<file path="config.mk">
export PLATFORM = sky130hd
export DESIGN_NAME = pfmux_top
export DESIGN_NICKNAME = d
export VERILOG_FILES = /design/src/rtl/pfmux_pkg.sv /design/src/rtl/pfmux_top.sv /design/src/rtl/pfmux_pad_cell.sv
export SDC_FILE = /design/constraint.sdc
export NUM_CORES = 2
export LEC_CHECK = 0
export BUFFER_PORTS_ARGS = -buffer_cell sky130_fd_sc_hd__buf_4
export CELL_PAD_IN_SITES_DETAIL_PLACEMENT = 0
export CELL_PAD_IN_SITES_GLOBAL_PLACEMENT = 1
export CORE_AREA = 3 3 737 739
export DETAILED_ROUTE_END_ITERATION = 10
export DIE_AREA = 0 0 740 742
export GPL_TIMING_DRIVEN = 1
export PLACE_DENSITY = 0.4
export SYNTH_ARGS = -nofsm -noshare
export SYNTH_HDL_FRONTEND = slang
export SYNTH_HIERARCHICAL = 1
export SYNTH_SLANG_ARGS = --single-unit
</file>
<file path="constraint.sdc">
create_clock -name clk_i -period 4.7 [get_ports clk_i]
set_clock_uncertainty 0.2 [all_clocks]
set_input_delay 0.94 -clock clk_i [delete_from_list [all_inputs] [get_ports clk_i]]
set_output_delay 0.94 -clock clk_i [all_outputs]
set_load 0.02 [all_outputs]
</file>
<file path="src/rtl/pfmux_pkg.sv">
package pfmux_pkg;
    // pad array shape: ports of sixteen pads each
    localparam int PFMUX_NUM_PORTS = 8;
    localparam int PFMUX_PORT_WIDTH = 16;
    localparam int PFMUX_NUM_PADS = PFMUX_NUM_PORTS * PFMUX_PORT_WIDTH;
    localparam int PFMUX_PAD_IDX_W = 7;
    localparam int PFMUX_NUM_ALT = 4;

    // shared peripheral inputs that need a pad choice
    localparam int PFMUX_NUM_SEL_IN = 8;
    localparam int PFMUX_SEL_IN_W = 3;
    localparam int PFMUX_SRC_W = 4;
    localparam int PFMUX_NUM_SRC = 16;

    // register map (byte addresses)
    localparam logic [11:0] PFMUX_CFG_BASE = 12'h000;
    localparam logic [11:0] PFMUX_PSM_BASE = 12'h200;
    localparam logic [11:0] PFMUX_STATUS_ADDR = 12'h300;
    localparam logic [11:0] PFMUX_PADIN_BASE = 12'h320;
    localparam int PFMUX_ADDR_W = 12;

    // pad config register fields
    localparam int PFMUX_ALT_LSB = 0;
    localparam int PFMUX_ALT_W = 2;
    localparam int PFMUX_INBUF_BIT = 4;
    localparam int PFMUX_SLEW_BIT = 8;
    localparam logic [9:0] PFMUX_CFG_MASK = 10'h113;

    // reset values
    localparam logic [1:0] PFMUX_ALT_RESET = 2'h0;
    localparam logic PFMUX_INBUF_RESET = 1'b0;
    localparam logic PFMUX_SLEW_RESET = 1'b0;
    localparam logic [3:0] PFMUX_SRC_RESET = 4'h0;

    typedef enum logic [1:0] {
        PFMUX_ALT_FIRST = 2'b00,
        PFMUX_ALT_SECOND = 2'b01,
        PFMUX_ALT_THIRD = 2'b10,
        PFMUX_ALT_FOURTH = 2'b11
    } pfmux_alt_t;

    typedef enum logic [1:0] {
        PFMUX_BUS_IDLE = 2'b00,
        PFMUX_BUS_ACK = 2'b01
    } pfmux_bus_state_t;
endpackage

</file>
<file path="src/rtl/pfmux_top.sv">
`timescale 1ns/1ps
module pfmux_top
    import pfmux_pkg::*;
(
    // clock and reset
    input wire logic clk_i,
    input wire logic rst_i,
    // wishbone slave
    input wire logic wb_cyc_i,
    input wire logic wb_stb_i,
    input wire logic wb_we_i,
    input wire logic [PFMUX_ADDR_W-1:0] wb_adr_i,
    input wire logic [3:0] wb_sel_i,
    input wire logic [31:0] wb_dat_i,
    output logic [31:0] wb_dat_o,
    output logic wb_ack_o,
    // peripheral outputs, four alternates per pad
    input wire logic [PFMUX_NUM_PADS*PFMUX_NUM_ALT-1:0] alt_out_i,
    input wire logic [PFMUX_NUM_PADS*PFMUX_NUM_ALT-1:0] alt_oe_i,
    // package pads
    input wire logic [PFMUX_NUM_PADS-1:0] pad_in_i,
    output logic [PFMUX_NUM_PADS-1:0] pad_out_o,
    output logic [PFMUX_NUM_PADS-1:0] pad_oe_o,
    output logic [PFMUX_NUM_PADS-1:0] pad_slew_fast_o,
    // peripheral inputs
    output logic [PFMUX_NUM_PADS-1:0] pad_in_gpio_o,
    output logic [PFMUX_NUM_PADS-1:0] pad_in_only_o,
    output logic [PFMUX_NUM_SEL_IN-1:0] sel_in_o
);
    // per input source tables for the shared inputs: candidate c of input k
    // sits on pad k*16+c, a fixed wiring choice of this build
    logic [1:0] alt_func_select [PFMUX_NUM_PADS];
    logic input_buffer_enable [PFMUX_NUM_PADS];
    logic slew_rate_control [PFMUX_NUM_PADS];
    logic [PFMUX_SRC_W-1:0] pad_source_field [PFMUX_NUM_SEL_IN];
    logic [PFMUX_NUM_PADS-1:0] next_pad_out;
    logic [PFMUX_NUM_PADS-1:0] next_pad_oe;
    logic [PFMUX_NUM_PADS-1:0] next_in_only;
    logic [PFMUX_NUM_SEL_IN-1:0] next_sel_in;
    logic [31:0] next_rdata;
    pfmux_bus_state_t bus_state;
    logic [PFMUX_NUM_ALT-1:0] alt_changed_count;
    logic [15:0] cfg_write_count;

    // pad index from a port number and bit position
    function automatic logic [PFMUX_PAD_IDX_W-1:0] pad_index(input logic [2:0] port, input logic [3:0] bitpos);
        pad_index = {port, bitpos};
    endfunction

    function automatic logic in_range(input logic [PFMUX_ADDR_W-1:0] adr, input logic [PFMUX_ADDR_W-1:0] base,
                                      input int count);
        logic [PFMUX_ADDR_W-1:0] off;
        off = adr - base;
        in_range = (adr >= base) && (int'(off[PFMUX_ADDR_W-1:2]) < count);
    endfunction

    function automatic logic [PFMUX_ADDR_W-1:0] word_of(input logic [PFMUX_ADDR_W-1:0] adr,
                                                       input logic [PFMUX_ADDR_W-1:0] base);
        logic [PFMUX_ADDR_W-1:0] off;
        off = adr - base;
        word_of = {2'b00, off[PFMUX_ADDR_W-1:2]};
    endfunction

    wire bus_req = wb_cyc_i && wb_stb_i && (bus_state == PFMUX_BUS_IDLE);
    wire bus_wr = bus_req && wb_we_i;
    wire hit_cfg = in_range(wb_adr_i, PFMUX_CFG_BASE, PFMUX_NUM_PADS);
    wire hit_psm = in_range(wb_adr_i, PFMUX_PSM_BASE, PFMUX_NUM_SEL_IN);
    wire hit_pin = in_range(wb_adr_i, PFMUX_PADIN_BASE, PFMUX_NUM_PORTS);
    wire [PFMUX_ADDR_W-1:0] cfg_word = word_of(wb_adr_i, PFMUX_CFG_BASE);
    wire [PFMUX_ADDR_W-1:0] psm_word = word_of(wb_adr_i, PFMUX_PSM_BASE);
    wire [PFMUX_ADDR_W-1:0] pin_word = word_of(wb_adr_i, PFMUX_PADIN_BASE);
    wire [PFMUX_PAD_IDX_W-1:0] cfg_idx = pad_index(cfg_word[6:4], cfg_word[3:0]);

    // one-cycle ack; the bus idles a cycle between accesses
    always_ff @(posedge clk_i) begin
        if (rst_i) begin
            bus_state <= PFMUX_BUS_IDLE;
            wb_ack_o <= 1'b0;
        end else begin
            case (bus_state)
                PFMUX_BUS_IDLE: begin
                    wb_ack_o <= bus_req;
                    if (bus_req) begin
                        bus_state <= PFMUX_BUS_ACK;
                    end
                end
                PFMUX_BUS_ACK: begin
                    wb_ack_o <= 1'b0;
                    bus_state <= PFMUX_BUS_IDLE;
                end
                default: begin
                    wb_ack_o <= 1'b0;
                    bus_state <= PFMUX_BUS_IDLE;
                end
            endcase
        end
    end

    // pad configuration registers
    always_ff @(posedge clk_i) begin
        if (rst_i) begin
            for (int p = 0; p < PFMUX_NUM_PADS; p++) begin
                alt_func_select[p] <= PFMUX_ALT_RESET;
                input_buffer_enable[p] <= PFMUX_INBUF_RESET;
                slew_rate_control[p] <= PFMUX_SLEW_RESET;
            end
        end else if (bus_wr && hit_cfg) begin
            if (wb_sel_i[0]) begin
                alt_func_select[cfg_idx] <= wb_dat_i[PFMUX_ALT_LSB +: PFMUX_ALT_W];
                input_buffer_enable[cfg_idx] <= wb_dat_i[PFMUX_INBUF_BIT];
            end
            if (wb_sel_i[1]) begin
                slew_rate_control[cfg_idx] <= wb_dat_i[PFMUX_SLEW_BIT];
            end
        end
    end

    // input source select registers
    always_ff @(posedge clk_i) begin
        if (rst_i) begin
            for (int k = 0; k < PFMUX_NUM_SEL_IN; k++) begin
                pad_source_field[k] <= PFMUX_SRC_RESET;
            end
        end else if (bus_wr && hit_psm && wb_sel_i[0]) begin
            pad_source_field[psm_word[PFMUX_SEL_IN_W-1:0]] <= wb_dat_i[PFMUX_SRC_W-1:0];
        end
    end

    // write counter shown in the status word
    always_ff @(posedge clk_i) begin
        if (rst_i) begin
            cfg_write_count <= 16'h0000;
        end else if (bus_wr && (hit_cfg || hit_psm)) begin
            cfg_write_count <= cfg_write_count + 16'h0001;
        end
    end

    // read mux; unmapped addresses read as zero and are still acked
    always_comb begin
        next_rdata = 32'h0000_0000;
        if (hit_cfg) begin
            next_rdata[PFMUX_ALT_LSB +: PFMUX_ALT_W] = alt_func_select[cfg_idx];
            next_rdata[PFMUX_INBUF_BIT] = input_buffer_enable[cfg_idx];
            next_rdata[PFMUX_SLEW_BIT] = slew_rate_control[cfg_idx];
        end else if (hit_psm) begin
            next_rdata[PFMUX_SRC_W-1:0] = pad_source_field[psm_word[PFMUX_SEL_IN_W-1:0]];
        end else if (hit_pin) begin
            next_rdata[PFMUX_PORT_WIDTH-1:0] = pad_in_i[pin_word[2:0]*PFMUX_PORT_WIDTH +: PFMUX_PORT_WIDTH];
        end else if (wb_adr_i == PFMUX_STATUS_ADDR) begin
            next_rdata[15:0] = cfg_write_count;
        end
    end

    always_ff @(posedge clk_i) begin
        if (rst_i) begin
            wb_dat_o <= 32'h0000_0000;
        end else if (bus_req && !wb_we_i) begin
            wb_dat_o <= next_rdata;
        end
    end

    genvar g;
    generate
        for (g = 0; g < PFMUX_NUM_PADS; g++) begin : g_pad
            pfmux_pad_cell u_cell (
                .alt_func_select_i(alt_func_select[g]),
                .input_buffer_enable_i(input_buffer_enable[g]),
                .alt_out_i(alt_out_i[g*PFMUX_NUM_ALT +: PFMUX_NUM_ALT]),
                .alt_oe_i(alt_oe_i[g*PFMUX_NUM_ALT +: PFMUX_NUM_ALT]),
                .pad_in_i(pad_in_i[g]),
                .pad_out_o(next_pad_out[g]),
                .pad_oe_o(next_pad_oe[g]),
                .input_only_o(next_in_only[g])
            );
        end
    endgenerate

    // shared inputs: candidate pads chosen by the source field
    always_comb begin
        for (int k = 0; k < PFMUX_NUM_SEL_IN; k++) begin
            next_sel_in[k] = pad_in_i[k*PFMUX_NUM_SRC + int'(pad_source_field[k])];
        end
    end

    // registered pad and peripheral side
    always_ff @(posedge clk_i) begin
        if (rst_i) begin
            pad_out_o <= '0;
            pad_oe_o <= '0;
            pad_slew_fast_o <= '0;
            pad_in_gpio_o <= '0;
            pad_in_only_o <= '0;
            sel_in_o <= '0;
        end else begin
            pad_out_o <= next_pad_out;
            pad_oe_o <= next_pad_oe;
            pad_in_gpio_o <= pad_in_i;
            pad_in_only_o <= next_in_only;
            sel_in_o <= next_sel_in;
            for (int p = 0; p < PFMUX_NUM_PADS; p++) begin
                // slow requested is always obeyed, on every pad alike
                pad_slew_fast_o[p] <= slew_rate_control[p];
            end
        end
    end

    // helper for checks: pads currently off the first alternate, low bits only
    always_comb begin
        alt_changed_count = '0;
        for (int p = 0; p < PFMUX_NUM_ALT; p++) begin
            alt_changed_count[p] = (alt_func_select[p] != PFMUX_ALT_RESET);
        end
    end
endmodule

</file>
<file path="src/rtl/pfmux_pad_cell.sv">
`timescale 1ns/1ps
module pfmux_pad_cell
    import pfmux_pkg::*;
(
    // configuration
    input wire logic [1:0] alt_func_select_i,
    input wire logic input_buffer_enable_i,
    // peripheral output side
    input wire logic [PFMUX_NUM_ALT-1:0] alt_out_i,
    input wire logic [PFMUX_NUM_ALT-1:0] alt_oe_i,
    // pad side
    input wire logic pad_in_i,
    output logic pad_out_o,
    output logic pad_oe_o,
    output logic input_only_o
);
    always_comb begin
        case (pfmux_alt_t'(alt_func_select_i))
            PFMUX_ALT_FIRST: begin
                pad_out_o = alt_out_i[0];
                pad_oe_o = alt_oe_i[0];
            end
            PFMUX_ALT_SECOND: begin
                pad_out_o = alt_out_i[1];
                pad_oe_o = alt_oe_i[1];
            end
            PFMUX_ALT_THIRD: begin
                pad_out_o = alt_out_i[2];
                pad_oe_o = alt_oe_i[2];
            end
            PFMUX_ALT_FOURTH: begin
                pad_out_o = alt_out_i[3];
                pad_oe_o = alt_oe_i[3];
            end
            default: begin
                pad_out_o = alt_out_i[0];
                pad_oe_o = alt_oe_i[0];
            end
        endcase
    end

    // gated only by the buffer enable; the alternate field plays no part
    assign input_only_o = pad_in_i & input_buffer_enable_i;
endmodule

</file>
# Word-level counts from Yosys, hierarchy flattened
# Memory sizes are Yosys's and may differ from the RTL's. A register that Yosys moved wholly into a read port is not among the register bits.
# Index checks and enable logic that the tools add are counted.
# W data, S select, Z words.
dict set report totals {
  output_inout_bits 681
  elab_cells 1013
  mem_count 4
  ramBits 544
  input_bits 1205
  register_bits 554
}
dict set report op_classes {
  n_lt_le_gt_ge 14
  n_shift 1
  n_eq_ne 385
  mux 314
  addsub 10
  reduce_logical 147
  n_bitwise 129
}
# name depth word_bits read_ports rd_ports_with_merged_regs write_ports line
set mem_list {}
lappend mem_list {alt_func_select 128 2 129 0 128 pfmux_top.sv:32} ;# logic [1:0] alt_func_select [PFMUX_NUM_PADS];
lappend mem_list {input_buffer_enable 128 1 129 0 128 pfmux_top.sv:33} ;# logic input_buffer_enable [PFMUX_NUM_PADS];
lappend mem_list {slew_rate_control 128 1 129 128 128 pfmux_top.sv:34} ;# logic slew_rate_control [PFMUX_NUM_PADS];
lappend mem_list {pad_source_field 8 4 9 0 8 pfmux_top.sv:35} ;# logic [PFMUX_SRC_W-1:0] pad_source_field [PFMUX_NUM_SEL_IN];
# operator n
set ops {}
lappend ops {{$pmux W1 S4} 256}
lappend ops {{$eq A2 B2 Y1 const B} 256}
lappend ops {{$logic_not A2 Y1} 129}
lappend ops {{$eq A2 B1 Y1 const B} 128}
lappend ops {{$and A1 B1 Y1} 128}
lappend ops {{$shiftx A128 B8 Y16} 1}
lappend ops {{$bmux W1 S7} 7}
lappend ops {{$mux W1} 36}
lappend ops {{$add A7 B4 Y8 const A} 4}
lappend ops {{$lt A8 B8 Y1 const B} 4}
lappend ops {{$mux W16} 2}
lappend ops {{$mux W7} 4}
lappend ops {{$ge A12 B10 Y1 const B} 2}
lappend ops {{$sub A12 B10 Y12 const B} 2}
lappend ops {{$lt A10 B4 Y1 const B} 2}
lappend ops {{$add A16 B1 Y16 const B} 1}
lappend ops {{$lt A7 B8 Y1 const B} 2}
lappend ops {{$add A6 B4 Y7 const A} 2}
lappend ops {{$eq A12 B10 Y1 const B} 1}
lappend ops {{$ge A12 B1 Y1 const B} 1}
lappend ops {{$mux W12} 1}
lappend ops {{$logic_and A1 B1 Y1} 11}
lappend ops {{$lt A10 B8 Y1 const B} 1}
lappend ops {{$lt A4 B8 Y1 const B} 1}
lappend ops {{other kinds (12)} 18}

# Longest topological paths before layout
dict set report depth {
  ltp_word 10
  depth_mapped 12
  depth_no_buf 9
}

# Cells and area by module
# Netlist, hierarchy kept.
# mod area_per_inst_um2 cells_per_inst n_inst
set by_module_without_submodules {}
lappend by_module_without_submodules {pfmux_top 46992.6 3953 1}
lappend by_module_without_submodules {pfmux_pad_cell 58.8 3 128}

# Least setup slack after synthesis
# No wires, ideal clock.
dict set report synth_path {
  path_type {input port to flip-flop}
  from {input wb_adr_i[5]}
  to {register wb_dat_o[14]}
  arrival_time_ns 3.137
  setup_slack_ns 1.298
  setup_time_ns 0.065
  n_path_buf 3
  cell_stages 12
  required_time_ns 4.435
  cell_sequence {buf_2 > inv_1 > clkbuf_1 > ha_1 > nand4b_1 > nor4_4 > buf_2 > o221ai_1 > nor4_1 > a21oi_1 > a2bb2oi_1 > nor2_1}
}
dict set report synth_via {
  elab_chain_cells 6
  word_cells_on_any_way 16
  cone_classes {2 x add/sub; 6 x order compare; 1 x eq/ne; 4 x mux; 3 x reduce/logical}
}
# element line
set synth_lines {}
lappend synth_lines {{start, declared} pfmux_top.sv:12} ;# input wire logic [PFMUX_ADDR_W-1:0] wb_adr_i,
lappend synth_lines {{$sub A12 B10 Y12} n/a}
lappend synth_lines {{$lt A10 B4 Y1} pfmux_top.sv:54} ;# in_range = (adr >= base) && (int'(off[PFMUX_ADDR_W-1:2]) < count);
lappend synth_lines {{$logic_and A1 B1 Y1} pfmux_top.sv:54}
lappend synth_lines {{$mux W16} pfmux_top.sv:147} ;# end else if (hit_pin) begin
lappend synth_lines {{$mux W12} pfmux_top.sv:145} ;# end else if (hit_psm) begin
lappend synth_lines {{$mux W7 *} pfmux_top.sv:141} ;# if (hit_cfg) begin
lappend synth_lines {{end signal, assigned} pfmux_top.sv:158} ;# wb_dat_o <= next_rdata;
lappend synth_lines {{end, declared} pfmux_top.sv:15} ;# output logic [31:0] wb_dat_o,
# Mark *: on every way between the ends. The rest lies on a longest branch, timed or not.
# A chain may end at the register's enable or synchronous reset.

# Worst setup path in the final report
dict set report layout_path {
  from {input wb_adr_i[2]}
  to {register wb_dat_o[0]}
}
dict set report layout_via {
  elab_chain_cells 6
  word_cells_on_any_way 19
  cone_classes {2 x add/sub; 6 x order compare; 1 x eq/ne; 1 x shift; 4 x mux; 3 x reduce/logical; 2 x memory}
}
# element line
set layout_lines {}
lappend layout_lines {{parallel branches: the longest is 5 deep, another holds $sub A12 B10 Y12} n/a}
lappend layout_lines {{$mux W2 *} pfmux_top.sv:141}
# Mark *: on every way between the ends.

==> out/results.tsv <==
stage	metric	value	unit
critical_path	path_common_cell	buf_4	
power	power.density	368	nW/µm²
route	drc	0	
critical_path	path_cells	clkbuf_8 -> buf_4 -> mux4_2 -> nor2_1 -> nor2_1 -> a211oi_1 -> buf_4 -> a311oi_1 -> a311oi_1 -> buf_4 -> a31oi_1	
logic_synthesis	synth.largest_area_cell	edfxtp_1	
route	drt-total-wl	541	mm
sta	grt_setup_unrepaired	false	
logic_synthesis	syn_area	54500	µm²
floorplanning	dieArea	549000	µm²
sta	max_clock_freq	270	MHz
floorplanning	die_y	742	µm
layout	area.sequential	30000	µm²
critical_path	end_kind	register	
layout	utilization	15.7	%
cts	cts_buffers	178	
critical_path	critPathBufInv	4	
cts	hold_buffers	30	
min_path	worstHoldPathType	in2reg	
cts	htree_levels	4	
critical_path	critPathKind	in2reg	
logic_synthesis	synthTopCellsByCount	682 x dfxtp_1, 654 x nor2b_1, 623 x nor2_1	
logic_synthesis	ys_top_cells_by_area	edfxtp_1 30%, dfxtp_1 25%, mux4_1 12%	
sta	worst_pin_slew	1.35	ns
cts	clk_latency	0.96	ns
power	irDropWorstVdd	0.294	mV
grt	grt_usage	18.9	%
critical_path	path_max_fanout	28	
critical_path	rr_startpoint	alt_func_select[108][0]$_SDFFCE_PN0P_	
place	place_congestion	0.947	
floorplanning	coreArea	537000	µm²
sta	fin_crit_sh	78.8	%
grt	grt_max_degree	176	
min_path	min_from	pad_in_i[24]	
logic_synthesis	synthArstFlopShare	0	%
grt	grt_first_pass_wirelength	653	mm
grt	globalRoute.totalOverflow	0	
logic_synthesis	syn_inst	4337	
critical_path	r2r_cells	8	
cts	cts-root-buf	clkbuf_16	
job	max_cap_violations	0	
floorplanning	die-width	740	µm
logic_synthesis	synth_top_area_share	30.0	%
layout	drive_gt1_share	38.5	%
cts	post_cts_buffers	0	
sta	drv_slew	0	
route	drtPass1Iterations	6	
route	vias_per_cell	3.58	
floorplanning	ios	1886	
place	port_buffers	1841	
logic_synthesis	ys_seq_elements	1226	
status	status	finished clean	
layout	nets	7463	
grt	antenna_found_initial	209	
critical_path	cp_slowest_stage_delay	0.79	ns
critical_path	critPathTopFamily	compound AO/OA/AOI/OAI gates	
grt	grt_pass1_vias	49600	
route	ant_nets	0	
layout	multiInputGateArea	23200	µm²
place	dp_hpwl	462	mm
cts	clk_path_buf_depth	4	
layout	num-fill-cells	60000	
critical_path	critPathLaunchType	input pin	
min_path	holdPathEnd	pad_in_gpio_o[24]$_SDFF_PP0_	
cts	cts_tree	built	
critical_path	critPathArrivalTime	4.23	ns
logic_synthesis	synth_edf_count	544	
logic_synthesis	ys.flop_type	dfxtp_1	
layout	area_growth	54.2	%
critical_path	r2r_end	wb_dat_o[0]$_SDFFE_PP0P_	
cts	clk_pin_slew	0.06	ns
min_path	holdPathStages	2	
sta	setup_violations	0	
floorplanning	start_util	10.2	%
critical_path	crit_start	wb_adr_i[2]	
route	vias	48800	
floorplanning	num_rows	269	
critical_path	required	5.23	ns
cts	cts_sinks	1226	
sta	hold_viol	0	
route	wl_per_cell	39.7	µm
sta	tns	0	ns
cts	cts_resized	0	
logic_synthesis	synth_most_common_cell	dfxtp_1	
route	first_iter_violations	4865	
sta	period_minus_slack	3.70	ns
logic_synthesis	yosysSeqAreaShare	55.0	%
critical_path	critical-path-slowest-cell	a211oi_1	
sta	relSlewSlack	7.81	%
logic_synthesis	synth.distinct_cells	74	
logic_synthesis	yosysWarnings	6	
logic_synthesis	synth.avg_cell_area	12.6	µm²
critical_path	r2r_slack	1.24	ns
power	power_leakage	32.5	nW
registers in the layout, indices dropped and copies added, names as in the netlist, 16 cells and up:
signal and flops:
slew_rate_control 128, pad_oe_o 128, cfg_write_count 16, input_buffer_enable 128, alt_func_select 256, pad_in_gpio_o 128
pad_source_field 32, pad_in_only_o 128, wb_dat_o 16, pad_out_o 128, pad_slew_fast_o 128
cells by family (layout without fill, tap and decap cells):
| group | after synthesis | count (layout) | synth area share (%) |
|---|---|---|---|
| other | 1 | 75 | 0.00688 |
| XOR/XNOR | 16 | 16 | 0.257 |
| AO/OA/AOI/OAI | 641 | 641 | 8.68 |
| multiplexers | 453 | 453 | 17.6 |
| flip-flops | 1226 | 1226 | 55.0 |
| buffers and inverters | 346 | 2386 | 2.81 |
| AND/OR/NAND/NOR | 1646 | 1646 | 15.5 |
| adder cells (fa/ha/maj) | 8 | 8 | 0.184 |
through the flow:
step | instances | power (mW) | hold slack, ns | area (µm²) | setup slack [ns]
final | 13600 | 30.9 | 0.0978 | 84100 | 0.997
after global routing | 13600 | 32.0 | 0.0375 | 84000 | 0.917
after CTS | 13600 | 31.7 | 0.000307 | 83900 | 1.12
after detailed placement | 13200 | 17.2 | 0.253 | 77700 | 0.183
after global placement | 13200 | 17.2 | 0.261 | 77700 | 0.252
after floorplan | 4352 | 13.6 | 0.237 | 54600 | 1.30
how the worst max path moves through the flow:
stage | end | slack [ns] | cells after the start
2_1_floorplan | wb_dat_o[14]$_SDFFE_PP0P_ | 1.30 | 12
6_report | wb_dat_o[0]$_SDFFE_PP0P_ | 1.0 | 11
4_1_cts | wb_dat_o[0]$_SDFFE_PP0P_ | 1.12 | 11
3_5_place_dp | wb_dat_o[0]$_SDFFE_PP0P_ | 0.18 | 11
3_3_place_gp | wb_dat_o[0]$_SDFFE_PP0P_ | 0.25 | 11
5_1_grt | wb_dat_o[0]$_SDFFE_PP0P_ | 0.92 | 11
worst register-to-register path: cells and delay by family (launching register included):
kind            cells  cell delay, ns
buf+inv             1            0.16
simple gates        1            0.07
flops               1            0.65
compound gates      5            1.76
mux                 1            0.39
report_power, final:
part	leakage [nW]	internal (mW)	switching [mW]
sequential	11.2	11.6	0.818
combinational	18.5	1.85	2.56
clock	2.87	8.21	5.88
total	32.5	21.7	9.26
layout by cell type, fill, tap and decap left out, drive strengths merged, types with 59 or more instances in the layout:
cell / instances
buf: 2018
nor2: 624
dfxtp: 682
edfxtp: 544
a221oi: 62
diode: 59
a21o: 136
nor2b: 654
mux2i: 77
clkbuf: 234
and2: 145
mux4: 321
o21bai: 129
a21oi: 59
nand2: 149
layout make-up:
cell class | instances | share of cell area, %
Sequential cell | 1226 | 35.7
Multi-Input combinational cell | 2780 | 27.6
Timing Repair Buffer | 2049 | 18.7
Tap cell | 7181 | 10.7
Clock buffer | 233 | 5.94
Clock inverter | 89 | 1.07
Antenna cell | 59 | 0.176
Inverter | 15 | 0.0714
metal layers:
| layer | global-route usage (%) | up-vias | routed length, µm | part of all wire, % |
|---|---|---|---|---|
| met5 | 0 | - | 125 | 0.023 |
| met1 | 22.0 | 25500 | 211000 | 39 |
| li1 | - | 19900 | - | - |
| met4 | 5.12 | 20 | 16800 | 3.1 |
| met3 | 5.65 | 483 | 45500 | 8.4 |
| met2 | 33.4 | 2927 | 268000 | 50 |
Power figures use the tool's default switching activity.
